$ cat config.mk
export PLATFORM = sky130hd
export DESIGN_NAME = dsssf_top
export DESIGN_NICKNAME = d
export VERILOG_FILES = /design/src/include/dsssf_pkg.sv /design/src/rtl/dsssf_top.sv
export SDC_FILE = /design/constraint.sdc
export NUM_CORES = 1
export LEC_CHECK = 0
export ABC_CLOCK_PERIOD_IN_PS = 2600
export BUFFER_PORTS_ARGS = -buffer_cell sky130_fd_sc_hd__buf_2
export CAP_MARGIN = 10
export CORE_UTILIZATION = 35
export DETAILED_ROUTE_END_ITERATION = 12
export PLACE_DENSITY = 0.57
export RECOVER_POWER = 50
export SLEW_MARGIN = 15
export SYNTH_ARGS = -nofsm -noshare
export SYNTH_HDL_FRONTEND = slang
export SYNTH_SLANG_ARGS = --single-unit
$ cat constraint.sdc
create_clock -name pclk -period 2.6 [get_ports pclk]
set_input_delay 0 -clock pclk [delete_from_list [all_inputs] [get_ports pclk]]
set_output_delay 0 -clock pclk [all_outputs]
set_load 0.005 [all_outputs]
$ cat src/include/dsssf_pkg.sv
`default_nettype none
package dsssf_pkg;
  // Register offsets (byte addresses)
  localparam logic [7:0] OFF_SHORT_LEN  = 8'h00;
  localparam logic [7:0] OFF_LONG_LEN   = 8'h04;
  localparam logic [7:0] OFF_TX_SETUP   = 8'h08;
  localparam logic [7:0] OFF_SERVICE    = 8'h0c;
  localparam logic [7:0] OFF_LEN_A      = 8'h10;
  localparam logic [7:0] OFF_LEN_B      = 8'h14;
  localparam logic [7:0] OFF_RX_STATUS  = 8'h18;
  localparam logic [7:0] OFF_RX_RATE    = 8'h1c;
  localparam logic [7:0] OFF_SCR_CTRL   = 8'h20;
  localparam logic [7:0] OFF_LONG_SEED  = 8'h24;
  localparam logic [7:0] OFF_SHORT_SEED = 8'h28;
  localparam logic [7:0] OFF_ROT_CTRL   = 8'h2c;
  localparam logic [7:0] OFF_RX_SERVICE = 8'h30;
  localparam logic [7:0] OFF_RX_LENGTH  = 8'h34;
  // Field positions
  localparam int SETUP_SHORT_BIT = 2;
  localparam int SCR_DIS_BIT     = 2;
  localparam int ROT_TX_BIT      = 6;
  localparam int ROT_RX_BIT      = 7;
  localparam int ST_SFD_BIT      = 0;
  localparam int ST_SHORT_BIT    = 1;
  localparam int ST_CRC_ERR_BIT  = 2;
  localparam int ST_VALID_BIT    = 3;
  localparam int SVC_LOCKED_BIT  = 2;
  localparam int RX_RATE_LSB     = 6;
  // Reset values
  localparam logic [7:0] RST_SHORT_LEN = 8'h38;
  localparam logic [7:0] RST_LONG_LEN  = 8'h80;
  localparam logic [7:0] RST_SERVICE   = 8'h04;
  localparam logic [6:0] RST_SEED      = 7'h6c;
  // Frame constants
  localparam logic [15:0] SFD_LONG   = 16'hf3a0;
  localparam logic [15:0] SFD_SHORT  = 16'h05cf;
  localparam logic [15:0] CRC_POLY   = 16'h1021;
  localparam logic [15:0] CRC_PRESET = 16'hffff;
  localparam logic [8:0]  SFD_BITS   = 9'h010;
  localparam logic [5:0]  HDR_BITS   = 6'h20;
  localparam logic [5:0]  CRC_BITS   = 6'h10;
  localparam logic [5:0]  TAIL_BITS  = 6'h08;
  localparam logic [5:0]  SCR_BITS   = 6'h07;
  // Signal field per rate code 00..11
  localparam logic [7:0] SIG_1M  = 8'h0a;
  localparam logic [7:0] SIG_2M  = 8'h14;
  localparam logic [7:0] SIG_5M5 = 8'h37;
  localparam logic [7:0] SIG_11M = 8'h6e;
  // Timing: 1 us symbol at 25 ns clock
  localparam int CLK_NS    = 25;
  localparam int SYM_NS    = 1000;
  localparam int SYM_DIV   = SYM_NS / CLK_NS;
  localparam int HALF_DIV  = SYM_DIV / 2;

  typedef enum logic [1:0] {
    RATE_1M, RATE_2M, RATE_5M5, RATE_11M
  } dsssf_rate_t;

  typedef struct packed {
    logic [7:0]  short_len;
    logic [7:0]  long_len;
    logic [1:0]  rate;
    logic        short_pre;
    logic [7:0]  service;
    logic [15:0] length;
    logic        scr_dis;
    logic [6:0]  long_seed;
    logic [6:0]  short_seed;
    logic        rot_tx;
    logic        rot_rx;
  } dsssf_cfg_t;
endpackage : dsssf_pkg
`default_nettype wire

$ cat src/rtl/dsssf_top.sv
`timescale 1ns/10ps
`default_nettype none
module dsssf_top import dsssf_pkg::*; #(
  parameter int SYM_CYCLES = SYM_DIV
) (
  // Clock and reset
  input  wire logic        pclk,
  input  wire logic        presetn,
  // APB slave
  input  wire logic        psel,
  input  wire logic        penable,
  input  wire logic        pwrite,
  input  wire logic [7:0]  paddr,
  input  wire logic [31:0] pwdata,
  output logic      [31:0] prdata,
  output logic             pready,
  output logic             pslverr,
  // Transmit side
  input  wire logic        tx_path_enable,
  input  wire logic        tx_data_bit,
  output logic             tx_data_req,
  output logic             tx_i,
  output logic             tx_q,
  output logic             tx_busy,
  // Receive side
  input  wire logic        rx_path_enable,
  input  wire logic        rx_bit_valid,
  input  wire logic        rx_bit,
  output logic             rx_data_valid,
  output logic             rx_data_bit,
  output logic [1:0]       rx_demod_rate,
  output logic             rx_hdr_dqpsk,
  output logic             rx_rot_reverse
);
  function automatic logic [15:0] crc_step(logic [15:0] c, logic b);
    logic fb;
    fb = c[15] ^ b;
    return {c[14:0], 1'b0} ^ (fb ? CRC_POLY : 16'h0000);
  endfunction : crc_step

  function automatic logic scr_out(logic [6:0] r, logic b);
    return b ^ r[3] ^ r[6];
  endfunction : scr_out

  function automatic logic [7:0] sig_code(logic [1:0] r);
    case (r)
      2'b00:   return SIG_1M;
      2'b01:   return SIG_2M;
      2'b10:   return SIG_5M5;
      default: return SIG_11M;
    endcase
  endfunction : sig_code

  // Configuration registers and APB slave
  dsssf_cfg_t  cfg_reg;
  logic        crc_err_reg;
  logic        crc_err_set;
  logic [7:0]  rx_rate_reg;
  logic [15:0] rx_length_reg;
  logic [7:0]  rx_service_reg;
  logic        rx_short_reg;
  logic        sfd_seen;
  logic        wr_en;
  logic        mapped;

  assign pready  = 1'b1;
  assign wr_en   = psel & penable & pwrite;
  assign mapped  = (paddr[1:0] == 2'b00) && (paddr <= OFF_RX_LENGTH);
  assign pslverr = psel & penable & ~mapped;

  always_ff @(posedge pclk or negedge presetn) begin
    if (!presetn) begin
      cfg_reg            <= '0;
      cfg_reg.short_len  <= RST_SHORT_LEN;
      cfg_reg.long_len   <= RST_LONG_LEN;
      cfg_reg.service    <= RST_SERVICE;
      cfg_reg.long_seed  <= RST_SEED;
      cfg_reg.short_seed <= RST_SEED;
    end else if (wr_en) begin
      case (paddr)
        OFF_SHORT_LEN:  cfg_reg.short_len <= pwdata[7:0];
        OFF_LONG_LEN:   cfg_reg.long_len  <= pwdata[7:0];
        OFF_TX_SETUP: begin
          cfg_reg.rate      <= pwdata[1:0];
          cfg_reg.short_pre <= pwdata[SETUP_SHORT_BIT];
        end
        OFF_SERVICE:    cfg_reg.service <= pwdata[7:0];
        OFF_LEN_A:      cfg_reg.length[7:0]  <= pwdata[7:0];
        OFF_LEN_B:      cfg_reg.length[15:8] <= pwdata[7:0];
        OFF_SCR_CTRL:   cfg_reg.scr_dis <= pwdata[SCR_DIS_BIT];
        OFF_LONG_SEED:  cfg_reg.long_seed  <= pwdata[6:0];
        OFF_SHORT_SEED: cfg_reg.short_seed <= pwdata[6:0];
        OFF_ROT_CTRL: begin
          cfg_reg.rot_tx <= pwdata[ROT_TX_BIT];
          cfg_reg.rot_rx <= pwdata[ROT_RX_BIT];
        end
        default: ;
      endcase
    end
  end

  // Read data captured in the setup phase
  always_ff @(posedge pclk or negedge presetn) begin
    if (!presetn) begin
      prdata <= 32'h0000_0000;
    end else if (psel && !penable && !pwrite) begin
      case (paddr)
        OFF_SHORT_LEN:  prdata <= {24'h0, cfg_reg.short_len};
        OFF_LONG_LEN:   prdata <= {24'h0, cfg_reg.long_len};
        OFF_TX_SETUP:   prdata <= {29'h0, cfg_reg.short_pre, cfg_reg.rate};
        OFF_SERVICE:    prdata <= {24'h0, cfg_reg.service};
        OFF_LEN_A:      prdata <= {24'h0, cfg_reg.length[7:0]};
        OFF_LEN_B:      prdata <= {24'h0, cfg_reg.length[15:8]};
        OFF_RX_STATUS:  prdata <= {28'h0, rx_data_valid, crc_err_reg,
                                   rx_short_reg, sfd_seen};
        OFF_RX_RATE:    prdata <= {24'h0, rx_rate_reg};
        OFF_SCR_CTRL:   prdata <= {29'h0, cfg_reg.scr_dis, 2'b00};
        OFF_LONG_SEED:  prdata <= {25'h0, cfg_reg.long_seed};
        OFF_SHORT_SEED: prdata <= {25'h0, cfg_reg.short_seed};
        OFF_ROT_CTRL:   prdata <= {24'h0, cfg_reg.rot_rx, cfg_reg.rot_tx,
                                   6'h00};
        OFF_RX_SERVICE: prdata <= {24'h0, rx_service_reg};
        OFF_RX_LENGTH:  prdata <= {16'h0, rx_length_reg};
        default:        prdata <= 32'h0000_0000;
      endcase
    end
  end

  // CRC error flag: hardware set wins over write-one clear
  always_ff @(posedge pclk or negedge presetn) begin
    if (!presetn) begin
      crc_err_reg <= 1'b0;
    end else if (crc_err_set) begin
      crc_err_reg <= 1'b1;
    end else if (wr_en && paddr == OFF_RX_STATUS
                 && pwdata[ST_CRC_ERR_BIT]) begin
      crc_err_reg <= 1'b0;
    end
  end

  // Transmit framer
  typedef enum logic [2:0] {
    T_IDLE, T_PRE, T_SFD, T_HDR, T_CRC, T_DATA, T_TAIL, T_DONE
  } dsssf_tx_state_t;

  dsssf_tx_state_t tx_state_reg;
  logic [7:0]  tx_cnt_reg;
  logic [5:0]  tx_div_reg;
  logic [6:0]  tx_scr_reg;
  logic [15:0] tx_crc_reg;
  logic [31:0] tx_hdr;
  logic [1:0]  tx_phase_reg;
  logic        tx_first_reg;
  logic        tx_half_reg;
  logic        tx_short_reg;
  logic        tx_fast;
  logic        tx_fast_next;
  logic        tx_tick;
  logic        tx_raw;
  logic        tx_scr;
  logic [1:0]  tx_step;

  assign tx_hdr = {cfg_reg.length, cfg_reg.service, sig_code(cfg_reg.rate)};
  assign tx_fast = ((tx_state_reg == T_HDR || tx_state_reg == T_CRC)
                    && tx_short_reg)
                   || ((tx_state_reg == T_DATA || tx_state_reg == T_TAIL)
                       && cfg_reg.rate != RATE_1M);
  // Speed of the bit timed by the next reload, segment changes included
  assign tx_fast_next = tx_state_reg == T_SFD
                        && tx_cnt_reg == 8'(SFD_BITS - 9'h001) ? tx_short_reg
                      : tx_state_reg == T_CRC
                        && tx_cnt_reg == 8'(CRC_BITS - 6'h01)
                        ? cfg_reg.rate != RATE_1M : tx_fast;
  assign tx_tick = (tx_div_reg == 6'h00) && tx_state_reg != T_IDLE
                   && tx_state_reg != T_DONE;
  assign tx_data_req = tx_tick && tx_state_reg == T_DATA && tx_path_enable;
  assign tx_busy = tx_state_reg != T_IDLE;

  always_comb begin
    case (tx_state_reg)
      T_PRE:   tx_raw = ~tx_short_reg;
      T_SFD:   tx_raw = tx_short_reg ? SFD_SHORT[tx_cnt_reg[3:0]]
                                     : SFD_LONG[tx_cnt_reg[3:0]];
      T_HDR:   tx_raw = tx_hdr[tx_cnt_reg[4:0]];
      T_CRC:   tx_raw = ~tx_crc_reg[15];
      T_DATA:  tx_raw = tx_data_bit;
      default: tx_raw = 1'b0;
    endcase
  end

  assign tx_scr = cfg_reg.scr_dis ? tx_raw
                                  : scr_out(tx_scr_reg, tx_raw);

  always_ff @(posedge pclk or negedge presetn) begin
    if (!presetn) begin
      tx_div_reg <= 6'h00;
    end else if (tx_state_reg == T_IDLE || tx_div_reg == 6'h00) begin
      tx_div_reg <= tx_fast_next ? 6'(SYM_CYCLES / 2 - 1) : 6'(SYM_CYCLES - 1);
    end else begin
      tx_div_reg <= tx_div_reg - 6'h01;
    end
  end

  always_ff @(posedge pclk or negedge presetn) begin
    if (!presetn) begin
      tx_state_reg <= T_IDLE;
      tx_cnt_reg   <= 8'h00;
      tx_short_reg <= 1'b0;
    end else begin
      case (tx_state_reg)
        T_IDLE: if (tx_path_enable) begin
          tx_state_reg <= T_PRE;
          tx_short_reg <= cfg_reg.short_pre;
          tx_cnt_reg   <= 8'h00;
        end
        default: if (tx_tick) begin
          tx_cnt_reg <= tx_cnt_reg + 8'h01;
          case (tx_state_reg)
            T_PRE: if (tx_cnt_reg + 8'h01 == (tx_short_reg ? cfg_reg.short_len
                                        : cfg_reg.long_len)) begin
              tx_state_reg <= T_SFD;
              tx_cnt_reg   <= 8'h00;
            end
            T_SFD: if (tx_cnt_reg == 8'(SFD_BITS - 9'h001)) begin
              tx_state_reg <= T_HDR;
              tx_cnt_reg   <= 8'h00;
            end
            T_HDR: if (tx_cnt_reg == 8'(HDR_BITS - 6'h01)) begin
              tx_state_reg <= T_CRC;
              tx_cnt_reg   <= 8'h00;
            end
            T_CRC: if (tx_cnt_reg == 8'(CRC_BITS - 6'h01)) begin
              tx_state_reg <= T_DATA;
              tx_cnt_reg   <= 8'h00;
            end
            T_DATA: if (!tx_path_enable) begin
              tx_state_reg <= T_TAIL;
              tx_cnt_reg   <= 8'h00;
            end
            T_TAIL: if (tx_cnt_reg == 8'(TAIL_BITS - 6'h01)) begin
              tx_state_reg <= T_DONE;
            end
            default: ;
          endcase
        end else if (tx_state_reg == T_DONE && !tx_path_enable) begin
          tx_state_reg <= T_IDLE;
        end
      endcase
    end
  end

  // CRC over the header fields, ahead of scrambling
  always_ff @(posedge pclk or negedge presetn) begin
    if (!presetn) begin
      tx_crc_reg <= CRC_PRESET;
    end else if (tx_state_reg == T_IDLE) begin
      tx_crc_reg <= CRC_PRESET;
    end else if (tx_tick && tx_state_reg == T_HDR) begin
      tx_crc_reg <= crc_step(tx_crc_reg, tx_raw);
    end else if (tx_tick && tx_state_reg == T_CRC) begin
      tx_crc_reg <= {tx_crc_reg[14:0], 1'b1};
    end
  end

  // Scrambler with per-preamble seed
  always_ff @(posedge pclk or negedge presetn) begin
    if (!presetn) begin
      tx_scr_reg <= RST_SEED;
    end else if (tx_state_reg == T_IDLE) begin
      tx_scr_reg <= cfg_reg.short_pre ? cfg_reg.short_seed
                                      : cfg_reg.long_seed;
    end else if (tx_tick) begin
      tx_scr_reg <= {tx_scr_reg[5:0], tx_scr};
    end
  end

  // Dibit phase step, sense reversible
  always_comb begin
    case ({tx_first_reg, tx_scr})
      2'b01:   tx_step = cfg_reg.rot_tx ? 2'd3 : 2'd1;
      2'b11:   tx_step = 2'd2;
      2'b10:   tx_step = cfg_reg.rot_tx ? 2'd1 : 2'd3;
      default: tx_step = 2'd0;
    endcase
  end

  always_ff @(posedge pclk or negedge presetn) begin
    if (!presetn) begin
      tx_phase_reg <= 2'd0;
      tx_first_reg <= 1'b0;
      tx_half_reg  <= 1'b0;
    end else if (tx_state_reg == T_IDLE) begin
      tx_phase_reg <= 2'd0;
      tx_half_reg  <= 1'b0;
    end else if (tx_tick && !tx_fast) begin
      tx_phase_reg <= tx_phase_reg + {tx_scr, 1'b0};
      tx_half_reg  <= 1'b0;
    end else if (tx_tick && !tx_half_reg) begin
      tx_first_reg <= tx_scr;
      tx_half_reg  <= 1'b1;
    end else if (tx_tick) begin
      tx_phase_reg <= tx_phase_reg + tx_step;
      tx_half_reg  <= 1'b0;
    end
  end

  always_ff @(posedge pclk or negedge presetn) begin
    if (!presetn) begin
      tx_i <= 1'b0;
      tx_q <= 1'b0;
    end else begin
      tx_i <= tx_phase_reg[1];
      tx_q <= tx_phase_reg[1] ^ tx_phase_reg[0];
    end
  end

  // Receive header checker
  typedef enum logic [2:0] {
    R_OFF, R_INIT, R_HUNT, R_HDR, R_CRC, R_DATA
  } dsssf_rx_state_t;

  dsssf_rx_state_t rx_state_reg;
  logic [6:0]  rx_scr_reg;
  logic [15:0] rx_sfd_reg;
  logic [31:0] rx_hdr_reg;
  logic [15:0] rx_crc_reg;
  logic [15:0] rx_fcs_reg;
  logic [8:0]  rx_cnt_reg;
  logic        rx_db;
  logic        rx_sig_ok;
  logic [1:0]  rx_code;
  logic [8:0]  rx_limit;

  assign rx_db = cfg_reg.scr_dis ? rx_bit
                                 : scr_out(rx_scr_reg, rx_bit);
  assign rx_limit = {1'b0, rx_short_reg ? cfg_reg.short_len
                                        : cfg_reg.long_len} + SFD_BITS;
  assign sfd_seen = rx_state_reg == R_HDR || rx_state_reg == R_CRC
                    || rx_state_reg == R_DATA;
  assign rx_hdr_dqpsk   = rx_short_reg;
  assign rx_rot_reverse = cfg_reg.rot_rx;

  always_comb begin
    rx_sig_ok = 1'b1;
    case (rx_hdr_reg[7:0])
      SIG_1M:  rx_code = 2'b00;
      SIG_2M:  rx_code = 2'b01;
      SIG_5M5: rx_code = 2'b10;
      SIG_11M: rx_code = 2'b11;
      default: begin
        rx_code   = 2'b00;
        rx_sig_ok = 1'b0;
      end
    endcase
  end

  assign crc_err_set = rx_bit_valid && rx_path_enable && rx_state_reg == R_CRC
                       && rx_cnt_reg == 9'(CRC_BITS - 6'h01)
                       && {rx_fcs_reg[14:0], rx_db} != ~rx_crc_reg;

  always_ff @(posedge pclk or negedge presetn) begin
    if (!presetn) begin
      rx_scr_reg <= 7'h00;
      rx_sfd_reg <= 16'h0000;
      rx_hdr_reg <= 32'h0;
      rx_fcs_reg <= 16'h0000;
    end else if (rx_bit_valid) begin
      rx_scr_reg <= {rx_scr_reg[5:0], rx_bit};
      rx_sfd_reg <= {rx_db, rx_sfd_reg[15:1]};
      if (rx_state_reg == R_HDR) begin
        rx_hdr_reg <= {rx_db, rx_hdr_reg[31:1]};
      end
      if (rx_state_reg == R_CRC) begin
        rx_fcs_reg <= {rx_fcs_reg[14:0], rx_db};
      end
    end
  end

  always_ff @(posedge pclk or negedge presetn) begin
    if (!presetn) begin
      rx_crc_reg <= CRC_PRESET;
    end else if (rx_state_reg != R_HDR && rx_state_reg != R_CRC) begin
      rx_crc_reg <= CRC_PRESET;
    end else if (rx_bit_valid && rx_state_reg == R_HDR) begin
      rx_crc_reg <= crc_step(rx_crc_reg, rx_db);
    end
  end

  always_ff @(posedge pclk or negedge presetn) begin
    if (!presetn) begin
      rx_state_reg   <= R_OFF;
      rx_cnt_reg     <= 9'h000;
      rx_short_reg   <= 1'b0;
      rx_rate_reg    <= 8'h00;
      rx_service_reg <= 8'h00;
      rx_length_reg  <= 16'h0000;
    end else if (!rx_path_enable) begin
      rx_state_reg <= R_OFF;
    end else if (rx_state_reg == R_OFF) begin
      rx_state_reg <= R_INIT;
      rx_cnt_reg   <= 9'h000;
    end else if (rx_bit_valid) begin
      rx_cnt_reg <= rx_cnt_reg + 9'h001;
      case (rx_state_reg)
        R_INIT: if (rx_cnt_reg == 9'(SCR_BITS - 6'h01)) begin
          rx_state_reg <= R_HUNT;
          rx_cnt_reg   <= 9'h000;
        end
        R_HUNT: begin
          rx_short_reg <= ~rx_db;
          if ({rx_db, rx_sfd_reg[15:1]} == SFD_LONG
              || {rx_db, rx_sfd_reg[15:1]} == SFD_SHORT) begin
            rx_state_reg <= R_HDR;
            rx_short_reg <= {rx_db, rx_sfd_reg[15:1]} == SFD_SHORT;
            rx_cnt_reg   <= 9'h000;
          end else if (rx_cnt_reg >= rx_limit) begin
            rx_state_reg <= R_INIT;
            rx_cnt_reg   <= 9'h000;
          end
        end
        R_HDR: if (rx_cnt_reg == 9'(HDR_BITS - 6'h01)) begin
          rx_state_reg <= R_CRC;
          rx_cnt_reg   <= 9'h000;
        end
        R_CRC: if (rx_cnt_reg == 9'(CRC_BITS - 6'h01)) begin
          rx_cnt_reg <= 9'h000;
          if (crc_err_set || !rx_sig_ok) begin
            rx_state_reg <= R_INIT;
          end else begin
            rx_state_reg   <= R_DATA;
            rx_rate_reg    <= {rx_code, 6'h00};
            rx_service_reg <= rx_hdr_reg[15:8];
            rx_length_reg  <= rx_hdr_reg[31:16];
          end
        end
        default: ;
      endcase
    end
  end

  always_ff @(posedge pclk or negedge presetn) begin
    if (!presetn) begin
      rx_data_valid <= 1'b0;
      rx_data_bit   <= 1'b0;
      rx_demod_rate <= 2'b00;
    end else begin
      rx_data_valid <= rx_state_reg == R_DATA && rx_path_enable;
      rx_data_bit   <= rx_db;
      rx_demod_rate <= rx_state_reg == R_DATA
                       ? rx_rate_reg[RX_RATE_LSB +: 2] : 2'b00;
    end
  end
endmodule : dsssf_top
`default_nettype wire

==> results.md <==
* Final Skew at 0.00878 ns
* Slack of the critical path at -0.218 ns
* Post-route antenna net violation count at 0
* PortBufs at 52
* # clock sinks at 252
* Share of flip-flops with an asynchronous set or reset at 100%
* Worst skew pair latency at 0.56 ns
* Most common cell after layout, fill and taps aside: dfrtp_1
* CTS Root Cell: clkbuf_16
* Critical path arrival at 3.27 ns
* CTS tree: yes
* Worst Setup Start Kind: flip-flop
* Violated checks: capacitance limit, slew limit, setup timing
* Max-slew violations at 81
* Hold/Removal Path Class: primary input to flip-flop
* Area taken by multi-input logic gates at 6360 µm²
* Actual slew at the worst max-slew pin at 2.17 ns
* Syn_area_per_cell at 10.6 µm²
* Final HPWL DP at 23.2 mm
* WL/cell at 17.9 µm
* Post-Layout Cell Count at 1847
* Combinational family with the most area after synthesis: simple AND/OR/NAND/NOR gates
* Residual DRC at 0
* Max cap viols at 1
* Via count at 9753
* Min Hold Slack at 0.0211 ns
* Peak supply drop at 455 µV
* Compound-Gate Fraction of Synth Area at 12.0%
* Yosys warns at 0
* Drt via density at 5.28
* Fill cell count at 3481
* Xor/xnor share of the synthesized area at 3.60%
* Via count of the first global-routing pass at 9839
* First-pass GRT wire length at 54.6 mm
* Kind of critical path: flip-flop to flip-flop
* Drt total wl at 33.1 mm
* Std-Cell Rows at 70
* GPL Wtd Cong at 0.828
* P_leak at 0.00705 µW
* Die area at 37800 µm²
* Reg2reg setup slack at -0.22 ns
* CTS Buf Count at 30
* Clock Pin Slew Worst Setup and Hold Paths at 0.06 ns
* Starting density of the core at 35.5%
* Final Instance Area at 15500 µm²
* H-tree Lvls at 1
* Seq. cell area at 6370 µm²
* Ports at 94
* Diode count at 0
* Gr ovfl total at 0
* Post-synth EDFFs at 0
* CP max FO at 4
* CTS max path bufs at 3
* Status: complete, but fails checks
* Post-Syn Area at 12900 µm²
* P per Cell Area at 652 nW/µm²
* DP Cell Count at 1769
* Setup violators final at 13
* Post-synthesis mux area share at 14.5%
* Sequential element share of the synthesized area at 49.2%
* Main synth FF type: dfrtp_1
* Initial antenna violation count at 0
* Die X-Extent at 194 µm
* DRT Pass-1 Iters at 5
* Tcrit/Tclk final at 108%
* Drt first-iter violations at 527
* Syn-to-layout area delta at 19.7%
* Final nets at 1426
* Share of cells above drive strength 1 at 30.0%
* Netlist cell types at 89
* Final Hold Fails at 0
* Synth Area in Simple Gates at 15.0%
* Die H at 194 µm
* DP Area at 14300 µm²
* Register bit total from synthesis at 252
* CP required at 3.05 ns
* Rel. slew slack at -44.6%
* Largest net degree at the start of global routing at 81
* Total GRT Usage at 17.9%
* RSZ-0062 raised after global routing: true
* Min cycle time layout at 2.82 ns
* Synth Instances at 1219
* Most frequent cells in the layout: 202 x dfrtp_1, 179 x nand2_1, 108 x mux2_2
* Total core area at 36500 µm²
* Synth Area in Adders at 2.01%
* Largest register FFs at 59
* Critical path endpoint category: flip-flop
* Fmax at 355 MHz
## synth_stat cells, types with 7 or more instances
library cell / n / area, µm²
buf_4: 17 / 128
clkbuf_1: 36 / 135
and3_1: 17 / 106
ha_1: 20 / 250
nor3_1: 13 / 65.1
nor2_1: 103 / 387
dfrtp_1: 203 / 5080
nand2b_1: 7 / 43.8
xnor2_1: 23 / 201
inv_1: 25 / 93.8
xor2_1: 25 / 219
a31oi_1: 12 / 75.1
mux2_2: 108 / 1220
nand4_1: 15 / 93.8
a22o_1: 15 / 131
nand2_1: 179 / 672
mux2i_1: 31 / 310
a221oi_1: 15 / 131
a22oi_1: 18 / 135
a21oi_1: 46 / 230
buf_2: 10 / 50.1
nor2b_1: 10 / 62.6
o21ai_0: 38 / 190
mux2_4: 18 / 270
nand3_1: 41 / 205
dfstp_2: 49 / 1290
## cells by family after synthesis
group	count (synthesis)
and+or+nand+nor	423
DFF	252
AOI/OAI and AO/OA	213
muxes	161
buffers and inverters	97
xor gates and xnor gates	50
adders and majority gates	21
other	2
## where the power goes
part	internal, µW	total (µW)	switching [µW]
registers	4200	4410	218
logic	715	1740	1020
clock network	2300	3950	1650
## path summary, 6_finish.rpt
path / end / cells after the start / startpoint
setup / recovery: rx_state_reg[0] / 10 / rx_hdr_dqpsk
hold / removal: prdata[2] / 4 / psel
setup reg to reg: rx_state_reg[0] / 10 / rx_hdr_dqpsk
hold reg to reg: tx_div_reg[0] / 1 / tx_div_reg[0]
max in group asynchronous: tx_crc_reg[9] / 3 / presetn
min in group asynchronous: tx_div_reg[1] / 2 / presetn
## routing by layer
layer | up-vias | track usage (%) | routed length, µm
met5 | - | 0 | 0
met4 | 0 | 5.11 | 782
met3 | 54 | 2.60 | 1450
met2 | 231 | 28.9 | 15500
met1 | 4843 | 25.1 | 15400
li1 | 4625 | - | -
## metrics by stage
stage | setup WS (ns) | setup TNS, ns | util (%) | total power (µW)
after detailed placement | -0.181 | -0.943 | 39.1 | 6130
after CTS | -0.160 | -0.463 | 42.3 | 10200
after global placement | -0.153 | -0.341 | 39.1 | 6090
final | -0.218 | -1.20 | 42.4 | 10100
after global routing | -0.383 | -24.95 | 42.4 | 10600
after floorplan | -0.199 | -0.229 | - | 5500
## what timing repair did
item,4_1_cts,5_1_grt
setup endpoints to repair,15,28
gates cloned,1,0
setup buffers,6,3
resized for setup,17,22
endpoints found under the hold margin,265,0
pin swaps,12,8
hold buffers,14,0
## worst max-delay path, cell delays in order (launching register included)
cell      delay, ns
dfrtp_2        0.41
mux2i_2        0.25
inv_1          0.10
ha_4           0.17
xor2_1         0.16
ha_1           0.34
nand4_1        0.12
o211a_1        0.25
o211ai_4       0.23
nand4_1        0.25
o311a_1        0.43
## layout make-up
cell class / count / share of cell area [%]
inverter: 26 / 0.630
clock buffer: 48 / 5.68
timing repair buffer: 160 / 7.49
sequential: 252 / 41.1
tap: 468 / 3.78
multi-input combinational: 886 / 41.0
clock inverter: 7 / 0.275
Note: power is estimated with default switching activity, not from simulation.
